## src/core/flrw_pkg.sv

```systemverilog
/*
 * Shared constants for the sector lock byte write link: command codes, frame
 * lengths, address and data field positions, host register map and timing.
 * Assumes a 100 MHz system clock on both ends of the link.
 */
package flrw_pkg;
	// ************************************************
	// Commands and frame lengths
	// ************************************************
	localparam logic [7:0] CMD_ARM_WRITE      = 8'h06;
	localparam logic [7:0] LOCK_BYTE_WRITE_CMD = 8'hE5;
	localparam logic [5:0] ARM_FRAME_BITS     = 6'h08;
	localparam logic [5:0] LOCK_FRAME_BITS    = 6'h28;
	localparam logic [5:0] FRAME_BITS_SAT     = 6'h29;

	// ************************************************
	// Address and data byte fields
	// ************************************************
	localparam int SECTOR_LSB  = 16;
	localparam int SUBSEC_LSB  = 12;
	localparam int BIT_SEC_WL  = 0;
	localparam int BIT_SEC_LD  = 1;
	localparam int BIT_SUB_WL  = 2;
	localparam int BIT_SUB_LD  = 3;
	localparam int BIT_SUB_SEL = 7;

	// ************************************************
	// Host register map and fields
	// ************************************************
	localparam logic [3:0] REG_CTRL   = 4'h0;
	localparam logic [3:0] REG_ADDR   = 4'h4;
	localparam logic [3:0] REG_DATA   = 4'h8;
	localparam logic [3:0] REG_STATUS = 4'hC;
	localparam int CTRL_GO   = 0;
	localparam int CTRL_KIND = 1;
	localparam int STAT_BUSY = 0;
	localparam int STAT_DONE = 1;

	// ************************************************
	// Timing
	// ************************************************
	localparam int CLK_PERIOD_NS      = 10;
	localparam int MIN_DESELECT_TIME_NS = 100;
	localparam int MIN_DESELECT_CYC   =
		(MIN_DESELECT_TIME_NS + CLK_PERIOD_NS - 1) / CLK_PERIOD_NS;
	localparam int SCLK_HALF_CYC      = 4;
endpackage

```

## src/core/flrw_link_if.sv

```systemverilog
/*
 * Serial link between the lock byte host and the flash side.
 * Assumes both ends share one system clock; the device resynchronises anyway.
 */
`timescale 1ns/1ns
interface flrw_link_if;
	logic sel_n;          // Active-low select
	logic sclk;           // Serial clock from the host
	logic serial_in_line; // Serial data into the device

	modport dev  (input sel_n, input sclk, input serial_in_line);
	modport host (output sel_n, output sclk, output serial_in_line);
endinterface

```

## src/core/flrw_dev.sv

```systemverilog
/*
 * Flash side of the lock byte write: decodes the arm command and the lock
 * byte write frame, keeps the volatile sector and subsector lock state, and
 * answers protection checks from the rest of the flash.
 * Assumes link pins are asynchronous to i_sys_clk and sclk is well below
 * a quarter of the system clock.
 */
// Decided for this implementation: the address map and strobed register access.
`timescale 1ns/1ns
// How it works
// [RULE_01] Lock write needs armed write latch
// [RULE_02] Host sends code, three address bytes, data
// [RULE_03] Address only selects the sector; edge sectors with b7 set also take the subsector from bits 15:12
// [RULE_04] Commit only on select rise after 40 bits
// [RULE_05] Clear write latch right after commit
// [RULE_06] Reject lock write during running cycle
// [RULE_07] Ordinary sectors: b1 freeze, b0 guard
// [RULE_08] Edge sectors top bit set: b3, b2
// [RULE_09] Edge sectors top bit clear: b1, b0
// [RULE_10] Sector freeze forces subsector freezes
// [RULE_11] Sector guard set forces subsector guards
// [RULE_12] Sector guard clear frees unfrozen subsectors
// [RULE_13] Guarded regions refuse modifying commands
// [RULE_14] Guard applied first, freeze second
// [RULE_15] Frozen bits stay until reset
module flrw_dev #(
	parameter int NSEC        = 16, // Sectors in the array
	parameter int NSUB        = 16, // Subsectors per sector
	parameter bit EDGE_SUBSEC = 1'b1 // Edge sectors carry subsector locks
) (
	input  wire logic         i_sys_clk,      // System clock
	input  wire logic         i_rst_n,        // Synchronous reset, active low
	flrw_link_if.dev          link,           // Serial link from host
	input  wire logic         i_cycle_busy,   // Program/erase/write running
	input  wire logic         i_arm_clear,    // Other command cleared the latch
	input  wire logic         i_mod_req,      // Modify request pulse
	input  wire logic         i_mod_bulk,     // Request is whole-array erase
	input  wire logic [23:0]  i_mod_addr,     // Address of modify request
	input  wire logic [23:0]  i_query_addr,   // Address to report locks for
	output logic              o_write_arm_latch, // Write latch state
	output logic              o_commit_ok,    // Lock write executed pulse
	output logic              o_commit_rej,   // Lock write rejected pulse
	output logic              o_mod_grant,    // Modify allowed pulse
	output logic              o_mod_refuse,   // Modify refused pulse
	output logic [7:0]        o_sector_lock_byte // Lock byte of query address
);
	import flrw_pkg::*;

	localparam int SW = $clog2(NSEC);
	localparam int BW = $clog2(NSUB);

	typedef struct packed {
		logic [2:0]                 s1;        // First sync stage
		logic [2:0]                 s2;        // Second sync stage
		logic                       sclk_prev;
		logic                       sel_prev;
		logic [39:0]                shift;
		logic [5:0]                 cnt;
		logic                       arm;
		logic [NSEC-1:0]            sec_wl;
		logic [NSEC-1:0]            sec_ld;
		logic [1:0][NSUB-1:0]       sub_wl;    // [0] first sector, [1] last
		logic [1:0][NSUB-1:0]       sub_ld;
		logic                       ok;
		logic                       rej;
		logic                       grant;
		logic                       refuse;
		logic [7:0]                 view;
	} flrw_dev_st_type;

	flrw_dev_st_type q, d;

	logic            sel_n, sclk, sdi;
	logic [23:0]     f_addr;
	logic [7:0]      f_data;
	logic [SW-1:0]   f_sec, m_sec, v_sec;
	logic [BW-1:0]   f_sub, m_sub, v_sub;
	logic            f_edge, m_edge, v_edge;
	logic            f_j, m_j, v_j;
	logic            any_guard, m_guard;

	// ************************************************
	// Field decode of the frame and the checks
	// ************************************************
	// Stage two only; stage one feeds nothing but stage two
	assign sel_n  = q.s2[2];
	assign sclk   = q.s2[1];
	assign sdi    = q.s2[0];
	assign f_addr = q.shift[31:8];
	assign f_data = q.shift[7:0];
	assign f_sec  = f_addr[SECTOR_LSB +: SW]; // RULE_03
	assign f_sub  = f_addr[SUBSEC_LSB +: BW];
	assign f_edge = EDGE_SUBSEC && (f_sec == '0 || f_sec == SW'(NSEC - 1));
	// Edge sectors share one pair of subsector arrays: index 0 is the first
	// sector, index 1 the last; the index means nothing elsewhere
	assign f_j    = (f_sec != '0);
	assign m_sec  = i_mod_addr[SECTOR_LSB +: SW];
	assign m_sub  = i_mod_addr[SUBSEC_LSB +: BW];
	assign m_edge = EDGE_SUBSEC && (m_sec == '0 || m_sec == SW'(NSEC - 1));
	assign m_j    = (m_sec != '0);
	assign v_sec  = i_query_addr[SECTOR_LSB +: SW];
	assign v_sub  = i_query_addr[SUBSEC_LSB +: BW];
	assign v_edge = EDGE_SUBSEC && (v_sec == '0 || v_sec == SW'(NSEC - 1));
	assign v_j    = (v_sec != '0);
	// Bulk erase is blocked by any guard anywhere
	assign any_guard = (|q.sec_wl) | (|q.sub_wl);
	assign m_guard   = i_mod_bulk ? any_guard :
		(q.sec_wl[m_sec] | (m_edge & q.sub_wl[m_j][m_sub]));

	// ************************************************
	// Next state
	// ************************************************
	always_comb begin
		d        = q;
		d.s1     = {link.sel_n, link.sclk, link.serial_in_line};
		d.s2     = q.s1;
		d.sclk_prev = sclk;
		d.sel_prev  = sel_n;
		d.ok     = 1'b0;
		d.rej    = 1'b0;
		d.grant  = 1'b0;
		d.refuse = 1'b0;
		// Other finished cycles drop the latch; an arm decoded further down
		// overrides this, so a set and a clear in one edge leave it set
		if (i_arm_clear) begin
			d.arm = 1'b0;
		end
		// Shift on sclk rising while selected, count saturates past a frame
		if (sel_n) begin
			d.cnt = '0;
		end else if (sclk && !q.sclk_prev) begin
			d.shift = {q.shift[38:0], sdi}; // RULE_02
			if (q.cnt != FRAME_BITS_SAT) begin
				d.cnt = q.cnt + 6'h01;
			end
		end
		// Select rise ends the frame; only an exact length counts
		if (sel_n && !q.sel_prev) begin
			if (q.cnt == ARM_FRAME_BITS && f_data == CMD_ARM_WRITE && !i_cycle_busy) begin
				d.arm = 1'b1;
			end else if (q.shift[39:32] == LOCK_BYTE_WRITE_CMD
				&& q.cnt >= ARM_FRAME_BITS + 6'h18) begin
				// A lock code of 32 or more bits but not exactly 40 is refused loudly, not dropped
				if (q.cnt != LOCK_FRAME_BITS || !q.arm || i_cycle_busy) begin // RULE_04
					d.rej = 1'b1; // RULE_01 RULE_06
				end else begin
					d.ok  = 1'b1;
					d.arm = 1'b0; // RULE_05
					if (f_edge && f_data[BIT_SUB_SEL]) begin
						// Only b3 and b2 touch the addressed subsector
						if (!q.sec_ld[f_sec] && !q.sub_ld[f_j][f_sub]) begin // RULE_15
							// A set sector guard still wins over a subsector clear
							d.sub_wl[f_j][f_sub] = f_data[BIT_SUB_WL] | q.sec_wl[f_sec]; // RULE_11
							d.sub_ld[f_j][f_sub] = f_data[BIT_SUB_LD]; // RULE_08
						end
					end else if (!q.sec_ld[f_sec]) begin // RULE_15
						// Guard first with its subsector effects, freeze second
						d.sec_wl[f_sec] = f_data[BIT_SEC_WL]; // RULE_07 RULE_09 RULE_14
						if (f_edge) begin
							d.sub_wl[f_j] = f_data[BIT_SEC_WL] ? '1 : // RULE_11
								(q.sub_wl[f_j] & q.sub_ld[f_j]); // RULE_12
						end
						d.sec_ld[f_sec] = f_data[BIT_SEC_LD]; // RULE_07 RULE_09 RULE_14
						if (f_edge && f_data[BIT_SEC_LD]) begin
							d.sub_ld[f_j] = '1; // RULE_10
						end
					end
				end
			end
		end
		// Protection check for program and erase requests; the answer is
		// registered, so it lands one cycle after the request pulse
		if (i_mod_req) begin
			d.grant  = !m_guard; // RULE_13
			d.refuse = m_guard; // RULE_13
		end
		// Report view; subsector bits read zero outside edge sectors
		d.view = {4'h0,
			v_edge & q.sub_ld[v_j][v_sub], v_edge & q.sub_wl[v_j][v_sub],
			q.sec_ld[v_sec], q.sec_wl[v_sec]};
	end

	// ************************************************
	// State register
	// ************************************************
	// Reset idles the synchronised select and sclk high so no false edge follows release.
	// Lock bits are volatile: this reset is the only way to unfreeze them.
	always_ff @(posedge i_sys_clk) begin
		if (!i_rst_n) begin
			q           <= '0;
			q.s1        <= 3'h6;
			q.s2        <= 3'h6;
			q.sel_prev  <= 1'b1;
			q.sclk_prev <= 1'b1;
		end else begin
			q <= d;
		end
	end

	// ************************************************
	// Outputs
	// ************************************************
	// Every output is a register copy, so no decode glitch reaches a pin
	assign o_write_arm_latch  = q.arm;
	assign o_commit_ok        = q.ok;
	assign o_commit_rej       = q.rej;
	assign o_mod_grant        = q.grant;
	assign o_mod_refuse       = q.refuse;
	assign o_sector_lock_byte = q.view;
endmodule

```

## src/flat_wrapper.sv

```systemverilog
// flat-port wrapper written by rule: the top's interface ports become plain ports
module flrw_dev_flat import flrw_pkg::*;
#(
	parameter int NSEC        = 16,                        
	parameter int NSUB        = 16,                         
	parameter bit EDGE_SUBSEC = 1'b1                                      
)
  (i_sys_clk, i_rst_n, i_cycle_busy, i_arm_clear, i_mod_req, i_mod_bulk, i_mod_addr, i_query_addr, o_write_arm_latch, o_commit_ok, o_commit_rej, o_mod_grant, o_mod_refuse, o_sector_lock_byte, link_sel_n, link_sclk, link_serial_in_line);
  flrw_link_if link_i ();
  input  wire logic i_sys_clk;
  input  wire logic i_rst_n;
  input  wire logic i_cycle_busy;
  input  wire logic i_arm_clear;
  input  wire logic i_mod_req;
  input  wire logic i_mod_bulk;
  input  wire logic [23:0] i_mod_addr;
  input  wire logic [23:0] i_query_addr;
  output logic o_write_arm_latch;
  output logic o_commit_ok;
  output logic o_commit_rej;
  output logic o_mod_grant;
  output logic o_mod_refuse;
  output logic [7:0] o_sector_lock_byte;
  input wire logic [$bits(link_i.sel_n)-1:0] link_sel_n;
  input wire logic [$bits(link_i.sclk)-1:0] link_sclk;
  input wire logic [$bits(link_i.serial_in_line)-1:0] link_serial_in_line;
  assign link_i.sel_n = link_sel_n;
  assign link_i.sclk = link_sclk;
  assign link_i.serial_in_line = link_serial_in_line;
  flrw_dev #(.NSEC(NSEC), .NSUB(NSUB), .EDGE_SUBSEC(EDGE_SUBSEC)) u_core (.i_sys_clk(i_sys_clk), .i_rst_n(i_rst_n), .link(link_i), .i_cycle_busy(i_cycle_busy), .i_arm_clear(i_arm_clear), .i_mod_req(i_mod_req), .i_mod_bulk(i_mod_bulk), .i_mod_addr(i_mod_addr), .i_query_addr(i_query_addr), .o_write_arm_latch(o_write_arm_latch), .o_commit_ok(o_commit_ok), .o_commit_rej(o_commit_rej), .o_mod_grant(o_mod_grant), .o_mod_refuse(o_mod_refuse), .o_sector_lock_byte(o_sector_lock_byte));
endmodule
```

## config.mk

```make
export PLATFORM = sky130hd
export DESIGN_NAME = flrw_dev_flat
export DESIGN_NICKNAME = d
export VERILOG_FILES = /design/src/core/flrw_pkg.sv /design/src/core/flrw_link_if.sv /design/src/core/flrw_dev.sv /design/src/flat_wrapper.sv
export SDC_FILE = /design/constraint.sdc
export NUM_CORES = 1
export LEC_CHECK = 0
export BUFFER_PORTS_ARGS = -buffer_cell sky130_fd_sc_hd__buf_2
export CAP_MARGIN = 30
export CELL_PAD_IN_SITES_DETAIL_PLACEMENT = 1
export CELL_PAD_IN_SITES_GLOBAL_PLACEMENT = 1
export CORE_MARGIN = 2
export CORE_UTILIZATION = 40
export CTS_CLUSTER_DIAMETER = 150
export CTS_CLUSTER_SIZE = 30
export DETAILED_ROUTE_END_ITERATION = 10
export PLACE_DENSITY = 0.81
export SLEW_MARGIN = 10
export SYNTH_ARGS = -nofsm -noshare
export SYNTH_HDL_FRONTEND = slang
export SYNTH_SLANG_ARGS = --single-unit
```

## constraint.sdc

```tcl
create_clock -name i_sys_clk -period 8.3 [get_ports i_sys_clk]
set_input_delay 0.415 -clock i_sys_clk [delete_from_list [all_inputs] [get_ports i_sys_clk]]
set_output_delay 0.415 -clock i_sys_clk [all_outputs]
set_load 0.03 [all_outputs]
```

## Word level (Yosys, flattened, before mapping)

Index checks and enable logic that the tools add are counted.

- Order comparisons: 13
- Equal/unequal tests: 10
- Reductions and logical operators: 41
- Mux-type cells: 56
- Bitwise gates (word level): 16
- Add/subtract/negate cells: 1

Operators with widths:

| cell | number |
|---|---|
| $mux W16 | 13 |
| $mux W99 | 2 |
| $mux W98 | 2 |
| $mux W64 | 2 |
| $bwmux W32 | 3 |
| $mux W32 | 3 |
| $mux W96 | 1 |
| $bmux W1 S4 | 9 |
| $bwmux W16 | 2 |
| $demux W16 S1 | 2 |
| $or A32 B32 Y32 | 1 |
| $reduce_or A32 Y1 | 1 |
| $lt A4 B5 Y1 const B | 6 |
| $and A16 B16 Y16 | 1 |
| $reduce_or A16 Y1 | 1 |
| $mux W1 | 15 |
| $reduce_and A7 Y1 | 2 |
| $eq A4 B4 Y1 const B | 3 |
| $logic_not A4 Y1 | 3 |
| $ne A6 B6 Y1 const B | 2 |
| $reduce_bool A4 Y1 | 3 |
| $logic_and A1 B1 Y1 | 11 |
| $demux W1 S4 | 2 |
| $eq A8 B3 Y1 const B | 1 |
| 19 further kinds | 46 |

- Bits in registers: 163
- Input bits: 57
- Word-level logic and storage cells: 156
- Output and inout port bits: 13

## Depth between registers and ports, before layout

- Depth in word-level cells: 13
- Mapped depth: 10
- Depth with buffers taken out: 8

## Worst setup path before layout

OpenSTA, ideal clock, no wires.

- Path type: input to register
- Start point: input i_query_addr[16]
- End point: register u_core.q (netlist bit u_core.o_sector_lock_byte[2])
- Library setup time: 0.122 ns
- Required time: 8.178 ns
- Buffers on the path: 2
- Cell stages on the path: 7
- Slack: 5.137 ns
- Data arrival time: 3.041 ns
- Cells stage by stage: clkbuf_1 nor4_1 clkbuf_1 mux4_2 mux4_2 mux2i_1 nor2_1

- Longest elaborated chain between the ends: 6
- Elaborated cells on any way between the ends: 9
- Classes of those cells: eq/ne: 1; mux: 4; bitwise: 1; reduce/logical: 3

Ends and longest elaborated chain:

| item | RTL line | RTL |
|---|---|---|
| start, declared | flat_wrapper.sv:17 | `input wire logic [23:0] i_query_addr;` |
| $reduce_bool A4 Y1 | flrw_dev.sv:104 | `assign v_j = (v_sec != '0);` |
| $mux W16 (implied by the code) (2 in a row) | flrw_dev.sv:179 | `v_edge & q.sub_ld[v_j][v_sub], v_edge & q.sub_wl[v_j][v_sub],` |
| $bmux W1 S4 | flrw_dev.sv:179 |  |
| $mux W1 (implied by the code) | flrw_dev.sv:179 |  |
| $and A1 B1 Y1 (*) | flrw_dev.sv:179 |  |
| end, declared | flrw_dev.sv:71 | `flrw_dev_st_type q, d;` |

Every way passes the cells marked *; elsewhere a longest branch is shown, timed or not. The select of a mux whose other input is x is not followed.
A chain may end at the register's enable or synchronous reset.

==> summary.md <==
| Metric | Value |
|---|---|
| CP Data Arrival Time | 4.57 ns |
| Setup Viol. Count Final | 0 |
| DRT iter0 DRCs | 962 |
| Post-DRT Antenna Nets | 0 |
| Clock tree buffer depth | 2 |
| Hold depth | 2 |
| Buffers added on ports | 33 |
| Hold-fix buffers, CTS | 0 |
| Fin util | 44.1% |
| Area grow syn2layout | 8.78% |
| Worst reg-to-reg setup slack | just over 4 ns |
| CP endpoint kind | flop |
| Final std cells w/o fill | 1455 |
| Clock-pin slew on the worst setup and hold paths | 0.07 ns |
| Pre-CTS WS | roughly 4.1 ns |
| Core area | 24200 µm² |
| Hold Path End | u_core.d[159] |
| Outcome | completed |
| RSZ-0062 raised after global routing | false |
| Maxcap violations | 0 |
| Wire per inst | 23.6 µm |
| Main synth FF type | dfxtp_1 |
| Synth top area share | between 30% and 40% |
| DRT Pass-1 Iters | 5 |
| Worst setup margin | about 4.0 ns |
| CP required | 8.59 ns |
| Row cnt | 57 |
| Post-synth EDFFs | 0 |
| Hold Startpoint | link_sel_n |
| Total grt overflow | 0 |
| HP Class | primary input to flop |
| Chip height | 161 µm |
| Top post-synthesis cells by area | dfxtp_1 (32%), mux4_2 (12%), nand2_1 (7.7%), mux2i_1 (5.5%), clkbuf_1 (3.9%) |
| Asr flop ratio synth | 0% |
| Slew HR | 29.0% |
| CP max FO | 33 |
| Die Width | 161 µm |
| Root Driver | clkbuf_16 |
| Initial Utilization | 40.5% |
| Clk sinks | about 160 |
| Post-CTS setup buffers | 0 |
| HPWL Detailed | around 22000 µm |
| Peak supply drop | 120 µV |
| FMAX | 234 MHz |
| H-tree level count | 4 |
| Nets | 1177 |
| YS warnings | 0 |
| Synth cell count leaders | nand2_1 (202), dfxtp_1 (159), clkbuf_1 (102), a21oi_1 (66), o21ai_0 (63) |
| Largest net degree at the start of global routing | 76 |
| Yosys top cell by area | dfxtp_1 |
| Leakage | 3.56 nW |
| CTS tree | built |
| Placed cell count | 1421 |
| CTS resizes | 0 |
| Setup TNS Final | 0 ns |
| Die footprint | roughly 26000 µm² |
| Flops & latches, synth | 159 |
| Clk_skew | between 0.006 and 0.007 ns |
| Number of cells on the worst reg-to-reg path | 7 |
| CTS buffer count | 17 |
| Power density cells | 152 nW/µm² |
| Number of global-route vias before repair | 9927 |
| First-pass GRT wire length | between 50000 and 60000 µm |
| Sequential share of the synthesized area | 32.5% |
| Placer Congestion | 0.910 |
| Layout cell share with drive strength beyond 1 | 14.1% |
| Final worst-path cycle share | 51.5% |
| DRC | 0 |
| Worst-margin pin slew | 1.07 ns |
| Clock insertion delay at the later pin of the skew report | approximately 0.44 ns |
| Reg2Reg Launch Point | u_core.f_addr[18] |
| Count leader, synth | nand2_1 |
| Synth cell types | 60 |
| Max Slew Vio Count | 0 |
| Via count | 9489 |
| Mean Syn Cell Area | ~8.4 µm² |
| I/O Pins | 70 |
| Final wirelength | between 30000 and 40000 µm |
| Final hold vios | 0 |
| Kind of critical path | flop to flop |
| Total power | 1.62 mW |
| Final min period | 4.28 ns |
| Initial antenna violation count | 0 |
| Vias per Instance | 6.52 |
| Total GRT Usage | 26.7% |
| Post-synthesis cell area | 9800 µm² |
| Crit path launch type | flop |
| Synthesized instance count | 1166 |
placed cells by master (no fill, tap or decap), types with 4 or more instances in the layout:
master     Yosys  layout
o221a_1        6       6
a211oi_1      38      38
o311ai_0       4       4
and2_1         6       6
nor3_1        11      11
inv_1         35      34
a21o_1         4       4
nand4_1        9       9
nor2b_1       17      17
inv_6          0       4
o2bb2ai_1     30      30
o21a_1        17      16
dfxtp_1      159     159
nor4_1        25      21
or4_1          5       5
o21bai_1      11      11
conb_1         1       4
buf_2          7      32
mux2_2         6       6
a21oi_1       66      66
o21ai_0       63      61
nand2b_1      10      10
nand3_1       26      26
nor2_1        62      60
nor4_2         0       4
mux4_2        51      51
o2111ai_1     21      21
o41ai_1       20      20
buf_4          9      17
a31oi_1       13      13
mux2i_1       54      54
a2111oi_0      8       8
clkbuf_16      0      17
o211ai_1      21      21
nand2_1      202     202
power by group:
group | switching [mW] | total, mW | internal (mW) | leakage (nW)
sequential | 0.000764 | 0.765 | 0.765 | 1.28
combinational | 0.0391 | 0.0565 | 0.0174 | 1.99
clock | 0.358 | 0.794 | 0.436 | 0.288
cell type report:
type	instances	area (µm²)
multi-input combinational	853	6040
tap	324	405
antenna	1	2.50
clock inverter	13	128
inverter	35	131
fill	2808	13500
clock buffer	19	453
sequential	159	3180
timing repair buffer	51	318
critical path, cell delays in order, from the launching register on:
cell and delay (ns):
dfxtp_1 0.82, mux4_2 0.62, mux4_2 0.62, or4_1 0.55, buf_4 0.27, nor2_2 0.58, nor4b_2 0.51, a31oi_1 0.14
logic make-up (layout without fill, tap and decap cells):
logic type,count (synthesis),after routing,share of synthesized area (%)
and+or+nand+nor,392,392,18.3
adders and majority gates,3,3,0.383
DFF,159,159,32.5
xor gates and xnor gates,5,5,0.447
AOI/OAI and AO/OA,338,338,24.0
buffers and inverters,157,118,6.52
other,1,5,0.0383
muxes,111,111,17.9
metal layers:
layer / track usage, % / vias up / wire (µm)
li1: - / 4228 / -
met1: 33.2 / 4687 / 13900
met2: 43.7 / 469 / 16200
met3: 5.97 / 105 / 2810
met4: 13.5 / 0 / 1380
met5: 0 / - / 0
how the worst max path moves through the flow:
stage / slack (ns) / depth (start not counted) / end / from
final: 4.02 / 7 / flop / u_core.f_addr[18]
after detailed placement: 4.13 / 7 / flop / u_core.f_addr[18]
after floorplan: 5.14 / 7 / u_core.o_sector_lock_byte[2] / i_query_addr[16]
after CTS: 4.06 / 7 / flop / u_core.f_addr[18]
after global routing: 3.84 / 7 / flop / u_core.f_addr[18]
after global placement: 4.14 / 7 / flop / u_core.f_addr[18]
through the flow:
step                area [µm²]  hold WS, ns
finish                   10700        0.153
global route             10700        0.155
CTS                      10600        0.145
detailed placement       10100        0.396
global placement         10100        0.393
floorplan                 9810        0.386
No activity file was read; power rests on OpenSTA's default activity.
